`src/pfs_pkg.sv`:
```
// package: register map, fields and timing of the flash row sequencer
package pfs_pkg;
  // -----------------------------------------
  // register offsets (byte addresses on the sfr bus)
  // -----------------------------------------
  localparam logic [15:0] OFS_CTRL = 16'h0760;
  localparam logic [15:0] OFS_ADRL = 16'h0762;
  localparam logic [15:0] OFS_ADRH = 16'h0764;
  localparam logic [15:0] OFS_KEY = 16'h0766;
  // -----------------------------------------
  // control register fields
  // -----------------------------------------
  localparam int BIT_START = 15;
  localparam int BIT_ALLOW = 14;
  localparam int BIT_ERR = 13;
  localparam int BIT_TERM = 8;
  localparam int OPSEL_W = 7;
  localparam logic [15:0] CTRL_IMPL = 16'he17f;
  localparam logic [15:0] CTRL_RST = 16'h0000;
  localparam logic [6:0] OPSEL_ROW_ERASE = 7'h41;
  localparam logic [6:0] OPSEL_ROW_PROG = 7'h01;
  localparam logic [15:0] CTRL_ROW_ERASE = 16'h4041;
  // -----------------------------------------
  // unlock key and row geometry
  // -----------------------------------------
  localparam logic [7:0] KEY_FIRST = 8'h55;
  localparam logic [7:0] KEY_SECOND = 8'haa;
  localparam int ROW_WORDS = 32;
  localparam int ROW_BYTES = 96;
  // -----------------------------------------
  // timing
  // -----------------------------------------
  localparam int CLK_HZ = 40000000;
  localparam int OP_TIME_US = 2000;
  localparam int OP_CYCLES = (CLK_HZ / 1000000) * OP_TIME_US;
  // -----------------------------------------
  // key and operation sequencer states
  // -----------------------------------------
  typedef enum logic [2:0] {
    KEY_IDLE = 3'b001,
    KEY_GOT55 = 3'b010,
    KEY_ARMED = 3'b100
  } pfs_key_t;
  typedef enum logic [2:0] {
    SEQ_IDLE = 3'b001,
    SEQ_BUSY = 3'b010,
    SEQ_DONE = 3'b100
  } pfs_seq_t;
endpackage : pfs_pkg

```
`src/pfs_if.sv`:
```
// interface: sfr bus, table-write path and stall between core and sequencer
`timescale 1ns/1ps
`default_nettype none
interface pfs_if;
  logic sfrWr;
  logic sfrRd;
  logic [15:0] sfrAddr;
  logic [15:0] sfrWdata;
  logic [15:0] sfrRdata;
  logic tblValid;
  logic tblHigh;
  logic tblWrite;
  logic [23:0] tblAddr;
  logic [15:0] tblData;
  logic cpuStall;
  modport device (
    input sfrWr, sfrRd, sfrAddr, sfrWdata, tblValid, tblHigh, tblWrite, tblAddr, tblData,
    output sfrRdata, cpuStall
  );
  modport host (
    output sfrWr, sfrRd, sfrAddr, sfrWdata, tblValid, tblHigh, tblWrite, tblAddr, tblData,
    input sfrRdata, cpuStall
  );
endinterface : pfs_if
`default_nettype wire

```
`src/pfs_row_sequencer.sv`:
```
// device end: flash row sequencer with address capture, key lock and latches
`timescale 1ns/1ps
`default_nettype none
module pfs_row_sequencer
  import pfs_pkg::*;
#(
  parameter int OP_CNT = OP_CYCLES
)(
  input wire logic clk,
  input wire logic sys_rst,
  pfs_if.device bus,
  output logic opBusy,
  output logic opDone,
  output logic opErase,
  output logic [23:0] opRowAddr,
  output logic [ROW_BYTES*8-1:0] rowImage,
  output logic [15:0] ctrlView
);
  // -----------------------------------------
  // decode
  // -----------------------------------------
  wire hitCtrl = bus.sfrAddr == OFS_CTRL;
  wire hitAdrL = bus.sfrAddr == OFS_ADRL;
  wire hitAdrH = bus.sfrAddr == OFS_ADRH;
  wire hitKey = bus.sfrAddr == OFS_KEY;
  wire wrCtrl = bus.sfrWr && hitCtrl;
  wire wrKey = bus.sfrWr && hitKey;
  wire anyAcc = bus.sfrWr || bus.sfrRd || bus.tblValid;
  wire [4:0] slot = bus.tblAddr[5:1];

  logic [15:0] ctrl_q;
  logic [15:0] adrL_q;
  logic [7:0] adrHLo_q;
  logic [15:0] rdata_q;
  logic stall_q;
  logic [23:0] rowAddr_q;
  logic erase_q;
  logic [31:0] cnt_q;
  pfs_key_t key_q, key_d;
  pfs_seq_t seq_q;
  logic [15:0] lowLatch_q [ROW_WORDS];
  logic [7:0] highLatch_q [ROW_WORDS];

  wire startReq = wrCtrl && bus.sfrWdata[BIT_START] && ctrl_q[BIT_ALLOW];
  // only an armed key opens the start
  wire launch = startReq && (key_q == KEY_ARMED) && (seq_q == SEQ_IDLE);

  // -----------------------------------------
  // unlock key sequencer
  // -----------------------------------------
  always_comb begin
    key_d = key_q;
    case (key_q)
      KEY_IDLE: begin
        if (wrKey && bus.sfrWdata[7:0] == KEY_FIRST) begin
          key_d = KEY_GOT55;
        end
      end
      KEY_GOT55: begin
        if (wrKey && bus.sfrWdata[7:0] == KEY_SECOND) begin
          key_d = KEY_ARMED;
        end else if (anyAcc) begin
          key_d = KEY_IDLE;
        end
      end
      // any access consumes the armed state
      KEY_ARMED: begin
        if (anyAcc) begin
          key_d = KEY_IDLE;
        end
      end
      default: key_d = KEY_IDLE;
    endcase
  end

  // -----------------------------------------
  // registers
  // -----------------------------------------
  always_ff @(posedge clk) begin
    if (sys_rst) begin
      key_q <= KEY_IDLE;
    end else begin
      key_q <= key_d;
    end
  end

  // control reset, address low and high bytes left alone
  always_ff @(posedge clk) begin
    if (sys_rst) begin
      ctrl_q <= CTRL_RST;
    end else begin
      // software writes the other bits, start bit only sets
      if (wrCtrl) begin
        ctrl_q <= (bus.sfrWdata & CTRL_IMPL & 16'h7fff) | {ctrl_q[BIT_START] | launch, 15'h0000};
      end
      if (seq_q == SEQ_DONE) begin
        ctrl_q[BIT_START] <= 1'b0;
      end
    end
  end

  always_ff @(posedge clk) begin
    // capture of effective address on table access
    if (bus.tblValid) begin
      adrL_q <= bus.tblAddr[15:0];
      adrHLo_q <= bus.tblAddr[23:16];
    // direct software write of the address
    end else if (bus.sfrWr && hitAdrL) begin
      adrL_q <= bus.sfrWdata;
    end else if (bus.sfrWr && hitAdrH) begin
      adrHLo_q <= bus.sfrWdata[7:0];
    end
  end

  // table writes fill the row latches by slot
  generate
    for (genvar i = 0; i < ROW_WORDS; i++) begin : g_latch
      wire hit = bus.tblValid && bus.tblWrite && (slot == 5'(i));
      always_ff @(posedge clk) begin
        if (hit && !bus.tblHigh) begin
          lowLatch_q[i] <= bus.tblData;
        end
        if (hit && bus.tblHigh) begin
          highLatch_q[i] <= bus.tblData[7:0];
        end
        if (sys_rst) begin
          rowImage[i*24 +: 24] <= 24'h000000;
        end else if (seq_q == SEQ_DONE) begin
          rowImage[i*24 +: 24] <= {highLatch_q[i], lowLatch_q[i]};
        end
      end
    end
  endgenerate

  // -----------------------------------------
  // operation sequencer
  // -----------------------------------------
  always_ff @(posedge clk) begin
    if (sys_rst) begin
      seq_q <= SEQ_IDLE;
      cnt_q <= 32'h00000000;
      stall_q <= 1'b0;
      rowAddr_q <= 24'h000000;
      erase_q <= 1'b0;
      opDone <= 1'b0;
    end else begin
      opDone <= 1'b0;
      case (seq_q)
        SEQ_IDLE: begin
          if (launch) begin
            seq_q <= SEQ_BUSY;
            cnt_q <= 32'(OP_CNT - 1);
            stall_q <= 1'b1;
            rowAddr_q <= {adrHLo_q, adrL_q[15:6], 6'h00};
            erase_q <= ctrl_q[6];
          end
        end
        // hold stall for the whole count
        SEQ_BUSY: begin
          if (cnt_q == 32'h00000000) begin
            seq_q <= SEQ_DONE;
          end else begin
            cnt_q <= cnt_q - 32'h00000001;
          end
        end
        SEQ_DONE: begin
          stall_q <= 1'b0;
          opDone <= 1'b1;
          seq_q <= SEQ_IDLE;
        end
        default: seq_q <= SEQ_IDLE;
      endcase
    end
  end

  // -----------------------------------------
  // read path
  // -----------------------------------------
  // unimplemented bits and key read zero
  wire [15:0] rdMux = hitCtrl ? (ctrl_q & CTRL_IMPL) :
                      hitAdrL ? adrL_q :
                      hitAdrH ? {8'h00, adrHLo_q} : 16'h0000;
  always_ff @(posedge clk) begin
    if (sys_rst) begin
      rdata_q <= 16'h0000;
      ctrlView <= CTRL_RST;
    end else begin
      if (bus.sfrRd) begin
        rdata_q <= rdMux;
      end
      ctrlView <= ctrl_q & CTRL_IMPL;
    end
  end

  assign bus.sfrRdata = rdata_q;
  assign bus.cpuStall = stall_q;
  assign opBusy = stall_q;
  assign opErase = erase_q;
  assign opRowAddr = rowAddr_q;
endmodule : pfs_row_sequencer
`default_nettype wire

```
`src/flat_wrapper.sv`:
```
// flat-port wrapper written by rule: the top's interface ports become plain ports
module pfs_row_sequencer_flat import pfs_pkg::*;
#(
  parameter int OP_CNT = OP_CYCLES
)
  (clk, sys_rst, opBusy, opDone, opErase, opRowAddr, rowImage, ctrlView, bus_sfrWr, bus_sfrRd, bus_sfrAddr, bus_sfrWdata, bus_tblValid, bus_tblHigh, bus_tblWrite, bus_tblAddr, bus_tblData, bus_sfrRdata, bus_cpuStall);
  pfs_if bus_i ();
  input wire logic clk;
  input wire logic sys_rst;
  output logic opBusy;
  output logic opDone;
  output logic opErase;
  output logic [23:0] opRowAddr;
  output logic [ROW_BYTES*8-1:0] rowImage;
  output logic [15:0] ctrlView;
  input wire logic [$bits(bus_i.sfrWr)-1:0] bus_sfrWr;
  input wire logic [$bits(bus_i.sfrRd)-1:0] bus_sfrRd;
  input wire logic [$bits(bus_i.sfrAddr)-1:0] bus_sfrAddr;
  input wire logic [$bits(bus_i.sfrWdata)-1:0] bus_sfrWdata;
  input wire logic [$bits(bus_i.tblValid)-1:0] bus_tblValid;
  input wire logic [$bits(bus_i.tblHigh)-1:0] bus_tblHigh;
  input wire logic [$bits(bus_i.tblWrite)-1:0] bus_tblWrite;
  input wire logic [$bits(bus_i.tblAddr)-1:0] bus_tblAddr;
  input wire logic [$bits(bus_i.tblData)-1:0] bus_tblData;
  output wire logic [$bits(bus_i.sfrRdata)-1:0] bus_sfrRdata;
  output wire logic [$bits(bus_i.cpuStall)-1:0] bus_cpuStall;
  assign bus_i.sfrWr = bus_sfrWr;
  assign bus_i.sfrRd = bus_sfrRd;
  assign bus_i.sfrAddr = bus_sfrAddr;
  assign bus_i.sfrWdata = bus_sfrWdata;
  assign bus_i.tblValid = bus_tblValid;
  assign bus_i.tblHigh = bus_tblHigh;
  assign bus_i.tblWrite = bus_tblWrite;
  assign bus_i.tblAddr = bus_tblAddr;
  assign bus_i.tblData = bus_tblData;
  assign bus_sfrRdata = bus_i.sfrRdata;
  assign bus_cpuStall = bus_i.cpuStall;
  pfs_row_sequencer #(.OP_CNT(OP_CNT)) u_core (.clk(clk), .sys_rst(sys_rst), .bus(bus_i), .opBusy(opBusy), .opDone(opDone), .opErase(opErase), .opRowAddr(opRowAddr), .rowImage(rowImage), .ctrlView(ctrlView));
endmodule
```
`config.mk`:
```
export PLATFORM = sky130hd
export DESIGN_NAME = pfs_row_sequencer_flat
export DESIGN_NICKNAME = d
export VERILOG_FILES = /design/src/pfs_pkg.sv /design/src/pfs_if.sv /design/src/pfs_row_sequencer.sv /design/src/flat_wrapper.sv
export SDC_FILE = /design/constraint.sdc
export NUM_CORES = 1
export LEC_CHECK = 0
export ABC_CLOCK_PERIOD_IN_PS = 4300
export BUFFER_PORTS_ARGS = -buffer_cell sky130_fd_sc_hd__buf_2
export CORE_AREA = 2 2 362 364
export CTS_CLUSTER_DIAMETER = 40
export DETAILED_ROUTE_END_ITERATION = 8
export DIE_AREA = 0 0 364 366
export PLACE_DENSITY_LB_ADDON = 0.05
export SLEW_MARGIN = 20
export SYNTH_ARGS = -nofsm -noshare
export SYNTH_HDL_FRONTEND = slang
export SYNTH_SLANG_ARGS = --single-unit
```
`constraint.sdc`:
```
create_clock -name clk -period 4.3 [get_ports clk]
set_clock_uncertainty 0.1 [all_clocks]
set_input_delay 1.075 -clock clk [delete_from_list [all_inputs] [get_ports clk]]
set_output_delay 1.075 -clock clk [all_outputs]
set_load 0.05 [all_outputs]
```
Yosys cells after proc, flatten, opt, wreduce, memory -nomap -nowiden
Memories as Yosys holds them, arrays and structs flattened. A register that Yosys moved wholly into a read port is not among the register bits.
Cells that the tools add are included.
{"block": "classes", "add_sub_neg": 1, "eq_ne": 48, "mux": 335, "bitwise_logic": 2, "n_reduce_logical": 184}
{"operator": "16-bit two-way mux", "n": 35}
{"operator": "16-bit OR reduction", "n": 31}
{"operator": "5-bit two-way mux", "n": 62}
{"operator": "8-bit two-way mux", "n": 35}
{"operator": "8-bit OR reduction", "n": 31}
{"operator": "1-bit two-way mux", "n": 192}
{"operator": "1-bit logical AND", "n": 107}
{"operator": "5-bit == test (second input constant)", "n": 16}
{"operator": "16-bit by 11-bit == test with 1-bit output (second input constant)", "n": 4}
{"operator": "32-bit two-way mux", "n": 2}
{"operator": "32-bit case mux with 2 select lines", "n": 1}
{"operator": "5-bit by 4-bit == test with 1-bit output (second input constant)", "n": 8}
{"operator": "32-bit zero test", "n": 1}
{"operator": "32-bit by 1-bit subtractor with 32-bit output (second input constant)", "n": 1}
{"operator": "5-bit by 3-bit == test with 1-bit output (second input constant)", "n": 4}
{"operator": "15-bit by 16-bit OR with 16-bit output", "n": 1}
{"operator": "3-bit two-way mux", "n": 5}
{"operator": "5-bit by 2-bit == test with 1-bit output (second input constant)", "n": 2}
{"operator": "3-bit case mux with 3 select lines", "n": 1}
{"operator": "8-bit by 7-bit == test with 1-bit output (second input constant)", "n": 1}
{"operator": "8-bit == test (second input constant)", "n": 1}
{"operator": "2-bit AND reduction", "n": 4}
{"operator": "2-bit nonzero test", "n": 4}
{"operator": "3-bit by 1-bit == test with 1-bit output (second input constant)", "n": 2}
{"operator": "other kinds (13)", "n": 19}
{"block": "totals", "ff_bits": 131, "ram_bits": 768, "inputBits": 79, "word_cells": 586, "n_memories": 2}
{"memory": "u_core.lowLatch_q", "depth": 32, "width": 16, "rd": 32, "rd_ports_with_merged_regs": 32, "wr": 1, "line": "pfs_row_sequencer.sv:41", "text": "logic [15:0] lowLatch_q [ROW_WORDS];"}
{"memory": "u_core.highLatch_q", "depth": 32, "width": 8, "rd": 32, "rd_ports_with_merged_regs": 32, "wr": 1, "line": "pfs_row_sequencer.sv:42", "text": "logic [7:0] highLatch_q [ROW_WORDS];"}

Longest topological paths before layout
{"block": "depth", "ltp_word": 37, "ltp_mapped": 9, "depth_no_buf": 8}

Least setup slack after synthesis
Ideal clock, no wire load.
{"block": "synth_timing", "path_type": "input to register", "start": "input bus_tblValid", "end": "memory u_core.lowLatch_q[19][0] (enable)", "t_arrival_ns": 2.573, "required_time_ns": 3.812, "setup_slack_ns": 1.238, "path_stages": 4, "cell_sequence": "clkbuf_1 -> nand3_1 -> clkbuf_1 -> nor2_1"}
{"block": "synth_between", "elab_chain_cells": 37, "elab_cells_between_ends": 222, "cone_classes": "mux (126); reduce/logical (96)"}
{"item": "start, declared", "line": "flat_wrapper.sv:20", "text": "input wire logic [$bits(bus_i.tblValid)-1:0] bus_tblValid;"}
{"item": "1-bit logical AND (*)", "line": "pfs_row_sequencer.sv:118", "text": "wire hit = bus.tblValid && bus.tblWrite && (slot == 5'(i));"}
{"item": "1-bit logical AND", "line": "pfs_row_sequencer.sv:118"}
{"item": "1-bit logical AND", "line": "pfs_row_sequencer.sv:120", "text": "if (hit && !bus.tblHigh) begin"}
{"item": "1-bit two-way mux", "line": "pfs_row_sequencer.sv:120"}
{"item": "1-bit two-way mux (not written as such)", "line": "pfs_row_sequencer.sv:121", "text": "lowLatch_q[i] <= bus.tblData;"}
{"item": "16-bit OR reduction (no source line)"}
{"item": "5-bit two-way mux (no source line) / 1-bit two-way mux (equally long branches) (31 in series)"}
{"item": "end, declared", "line": "pfs_row_sequencer.sv:41"}
Every way passes the cells marked *; elsewhere a longest branch is shown, timed or not.

Final worst setup path
{"block": "layout_timing", "start": "register u_core.cnt_q[14]", "end": "register u_core.cnt_q[21]"}
{"block": "layout_between", "elab_chain_cells": 3, "elab_cells_between_ends": 6, "cone_classes": "add/sub (1); eq/ne (1); mux (2); reduce/logical (2)"}
{"item": "start, declared", "line": "pfs_row_sequencer.sv:38", "text": "logic [31:0] cnt_q;"}
{"item": "start signal, assigned", "line": "pfs_row_sequencer.sv:152", "text": "cnt_q <= 32'(OP_CNT - 1);"}
{"item": "start signal, assigned", "line": "pfs_row_sequencer.sv:163", "text": "cnt_q <= cnt_q - 32'h00000001;"}
{"item": "32-bit by 1-bit subtractor with 32-bit output / 32-bit zero test (equally long branches)", "line": "pfs_row_sequencer.sv:163, pfs_row_sequencer.sv:160"}
{"item": "32-bit two-way mux / 2-bit != test (equally long branches)"}
{"item": "32-bit case mux with 2 select lines / 3-bit AND reduction (equally long branches)"}
Parallel ways exist; a longest one is shown, timed or not. The select of a mux whose other input is x is not followed.
A chain may end at the register's enable or synchronous reset.

==> metrics <==
Top delay family on crit path=simple AND/OR/NAND/NOR gates; drt first pass iters=5; Sink Count=roughly 1700; Synth cell types=between 50 and 60; post-synthesis instance total=between 3000 and 4000; Max Root-Sink Buffers=3; Rel. slew slack=between 30 and 40%; period utilization=66.6%; Least-Margin Pin Slew=around 1000 ps; setup slack, reg-to-reg=1440 ps; setup violators final=0; Worst path depth=6; Worst Path Buf+Inv=0; Syn-to-layout area delta=28.9%; clk slew on worst S/H paths=approximately 50 ps; CTS buffer count=around 210; Pins Over Slew Limit=0; status=complete, no violations; crit-path cells=or4_1 > nor4_4 > a21oi_2 > o31ai_2 > o21ai_0 > a21oi_1; mapped cell area=51500 um2; GRT overflow=0; Worst R2R Path Depth=6; post-CTS setup buffer count=0; core footprint=roughly 130000 um2; Data arrival, critical path=approximately 3500 ps; Psw=between 7 and 8 mW; Setup CP Type=reg2reg; Critical Path Source=u_core.cnt_q[14]; post-CTS sizing=0; CTS root buf=clkbuf_16; Worst Setup EP=u_core.cnt_q[21]; fill cell count=roughly 11000; Yosys warnings=0; setup tns final=0 ps; Post-Synthesis Mean Instance Area=16.3 um2; Final Instance Area=66400 um2; pin count of the biggest net entering global routing=between 100 and 150; Antenna Nets Post-Route=0; Max Clock Freq=349 MHz; cell internal pwr=28.5 mW; Starting Density=about two fifths; # DRC=0; post-synthesis sequential area ratio=about four fifths; H-tree depth=4; P_leak=approximately 27 nW; Die Ht=about 370 um; final hold viol count=0; I/O Buffers=between 800 and 900; Startpoint Class=register; Reg-to-Reg Start=u_core.cnt_q[14]; Routed WL per cell=between 20 and 30 um; Critical Path RT=around 4900 ps; DR vias=approximately 32000; worst vdd ir=between 300 and 400 uV; initial antenna violation count=4; Starting DRT DRC Count=2453; GRT Total Usage=24.5%; vias in the first global route=~30000; ys async rst share=0%; number of flops mapped to enable cells by yosys=roughly 790; Crit. End Element=register; gpl congestion=0.794; vias per inst=5.17; Logic pwr share=~1.7%; Die Area=approximately 130000 um2; post-place instance area=about 60000 um2; pre-CTS WS=approximately 980 ps; Reg power frac=45.9%; CTS tree=built; nets=around 4300; Sw Ratio=about a fifth; crit-path max cell delay=a little under 700 ps; CP max stage cell=o31ai_2; Final min period=between 2000 and 3000 ps; Post-CTS Hold Fix Bufs=0; Post-Route WL=167 mm; crit path max fanout=12; hold crit path type=reg2reg; total of max-cap violations=0; die span in x=about 360 um; predominant post-synthesis flop cell=dfxtp_1; RSZ-0062 raised after global routing=false; FP Rows=approximately 130; cell area power density=about 540 nW/um2; layout cells sized above 1=between 30% and 40%; synthesis-stage register bit count=around 1700; I/O pin count=approximately 910; R2R Path End=u_core.cnt_q[21]; Worst-Skew Late Latency=roughly 830 ps; total power draw=around 36 mW; first-pass GRT wire length=around 230 mm; Final HPWL DP=between 100 and 150 mm; Clk pwr share=between 50% and 60%; Final Worst Setup Slack=approximately 1400 ps
flip-flops by register name, summed over array words and instances, names as in the netlist, 8 cells and up:
| signal | cells |
|---|---|
| u_core.ctrl_q | 11 |
| rowImage | 768 |
| u_core.bus.sfrRdata | 16 |
| u_core.highLatch_q | 256 |
| u_core.opRowAddr | 18 |
| u_core.lowLatch_q | 512 |
| u_core.cnt_q | 32 |
| u_core.ctrlView | 11 |
| u_core.adrL_q | 16 |
| u_core.adrHLo_q | 8 |
through the flow:
stage / instances / util [%] / hold WS (ps)
final: 6118 / 51.5 / 329
after global routing: 6116 / 51.5 / 325
after CTS: 6116 / 51.5 / 293
after detailed placement: 5711 / 45.5 / 340
after global placement: 5711 / 45.5 / 337
after floorplan: 3170 / - / 336
worst min path at each step:
stage | from | endpoint | slack (ps) | depth (start not counted)
floorplan | u_core.lowLatch_q[0][0] | rowImage[0] | 340 | 1
global placement | u_core.lowLatch_q[11][2] | rowImage[266] | 340 | 1
CTS | bus_tblData[3] | u_core.lowLatch_q[25][3] | 290 | 1
finish | u_core.highLatch_q[14][11] | rowImage[715] | 330 | 1
global route | bus_tblData[3] | u_core.lowLatch_q[25][3] | 330 | 1
detailed placement | u_core.lowLatch_q[12][14] | rowImage[302] | 340 | 1
cells by family (layout without fill, tap and decap cells):
kind of cell	after synthesis	in the layout	synth area share (%)
DFF	1657	1657	79.8
AOI/OAI and AO/OA	880	880	14.3
and+or+nand+nor	358	358	3.48
buffers and inverters	230	1434	1.78
xor gates and xnor gates	20	20	0.340
muxes	13	13	0.284
adders and majority gates	1	1	0.0243
other	1	13	0.00728
power groups by stage:
stage | Sequential [mW] | Combinational [mW] | Clock (mW)
after floorplan | 16.9 | 0.207 | 0
after global placement | 16.9 | 0.640 | 0
after detailed placement | 16.9 | 0.639 | 0
after CTS | 16.6 | 0.640 | 19.2
after global routing | 16.6 | 0.664 | 19.9
final | 16.6 | 0.625 | 18.9
final cells by class:
class	count	area [um2]	area share [%]
clock buffers	265	5850	8.81
inverters	12	45.0	0.0678
clock inverters	140	1880	2.83
repair buffers	1017	5690	8.57
flip-flops and latches	1657	41100	61.9
diodes	2	5.00	0.00754
well taps	1742	2180	3.28
multi-input cells	1283	9650	14.5
layout by cell type, fill, tap and decap left out, drive strengths merged, types with 9 or more instances in the layout:
cell,synthesis,routed
dfxtp,865,865
xnor2,11,11
nand3,20,20
a21oi,78,78
nor2,105,105
nand2,110,110
nor2b,22,22
clkbuf,198,265
inv,12,39
edfxtp,792,792
clkinv,0,56
bufinv,0,34
a22o,769,769
buf,20,1017
conb,1,11
or4,10,10
nand2b,26,26
mux2,13,13
clkinvlp,0,23
nand4,14,14
xor2,9,9
nor4,9,9
metal layers:
metal | global-route usage (%) | share of wire (%) | up-vias | routed length (um)
met3 | 7.03 | 7.2 | 189 | 12000
met2 | 39.9 | 48 | 1071 | 80500
met1 | 31.5 | 42 | 16100 | 70200
met4 | 7.84 | 2.6 | 0 | 4420
li1 | - | - | 14300 | -
met5 | 0 | 0 | - | 0
synth_stat cells, types with 5 or more instances:
library cell	count	area [um2]
xnor2_1	11	96.3
dfxtp_1	865	17300
nand3_1	20	100
nand2b_1	26	163
edfxtp_1	792	23800
or3_1	6	37.5
nor4bb_1	5	50.1
buf_4	13	97.6
inv_1	12	45.0
o21ai_0	7	35.0
clkbuf_1	198	743
a22o_1	769	6740
nor4_1	5	31.3
nand2_1	110	413
nor4b_1	5	43.8
o211ai_1	7	52.6
nor2_1	105	394
or4_1	6	45.0
nor3_1	7	35.0
nand4_1	14	87.6
buf_1	6	22.5
a21oi_1	77	385
xor2_1	9	78.8
mux2_2	13	146
nor2b_1	22	138
Power figures use the tool's default switching activity.
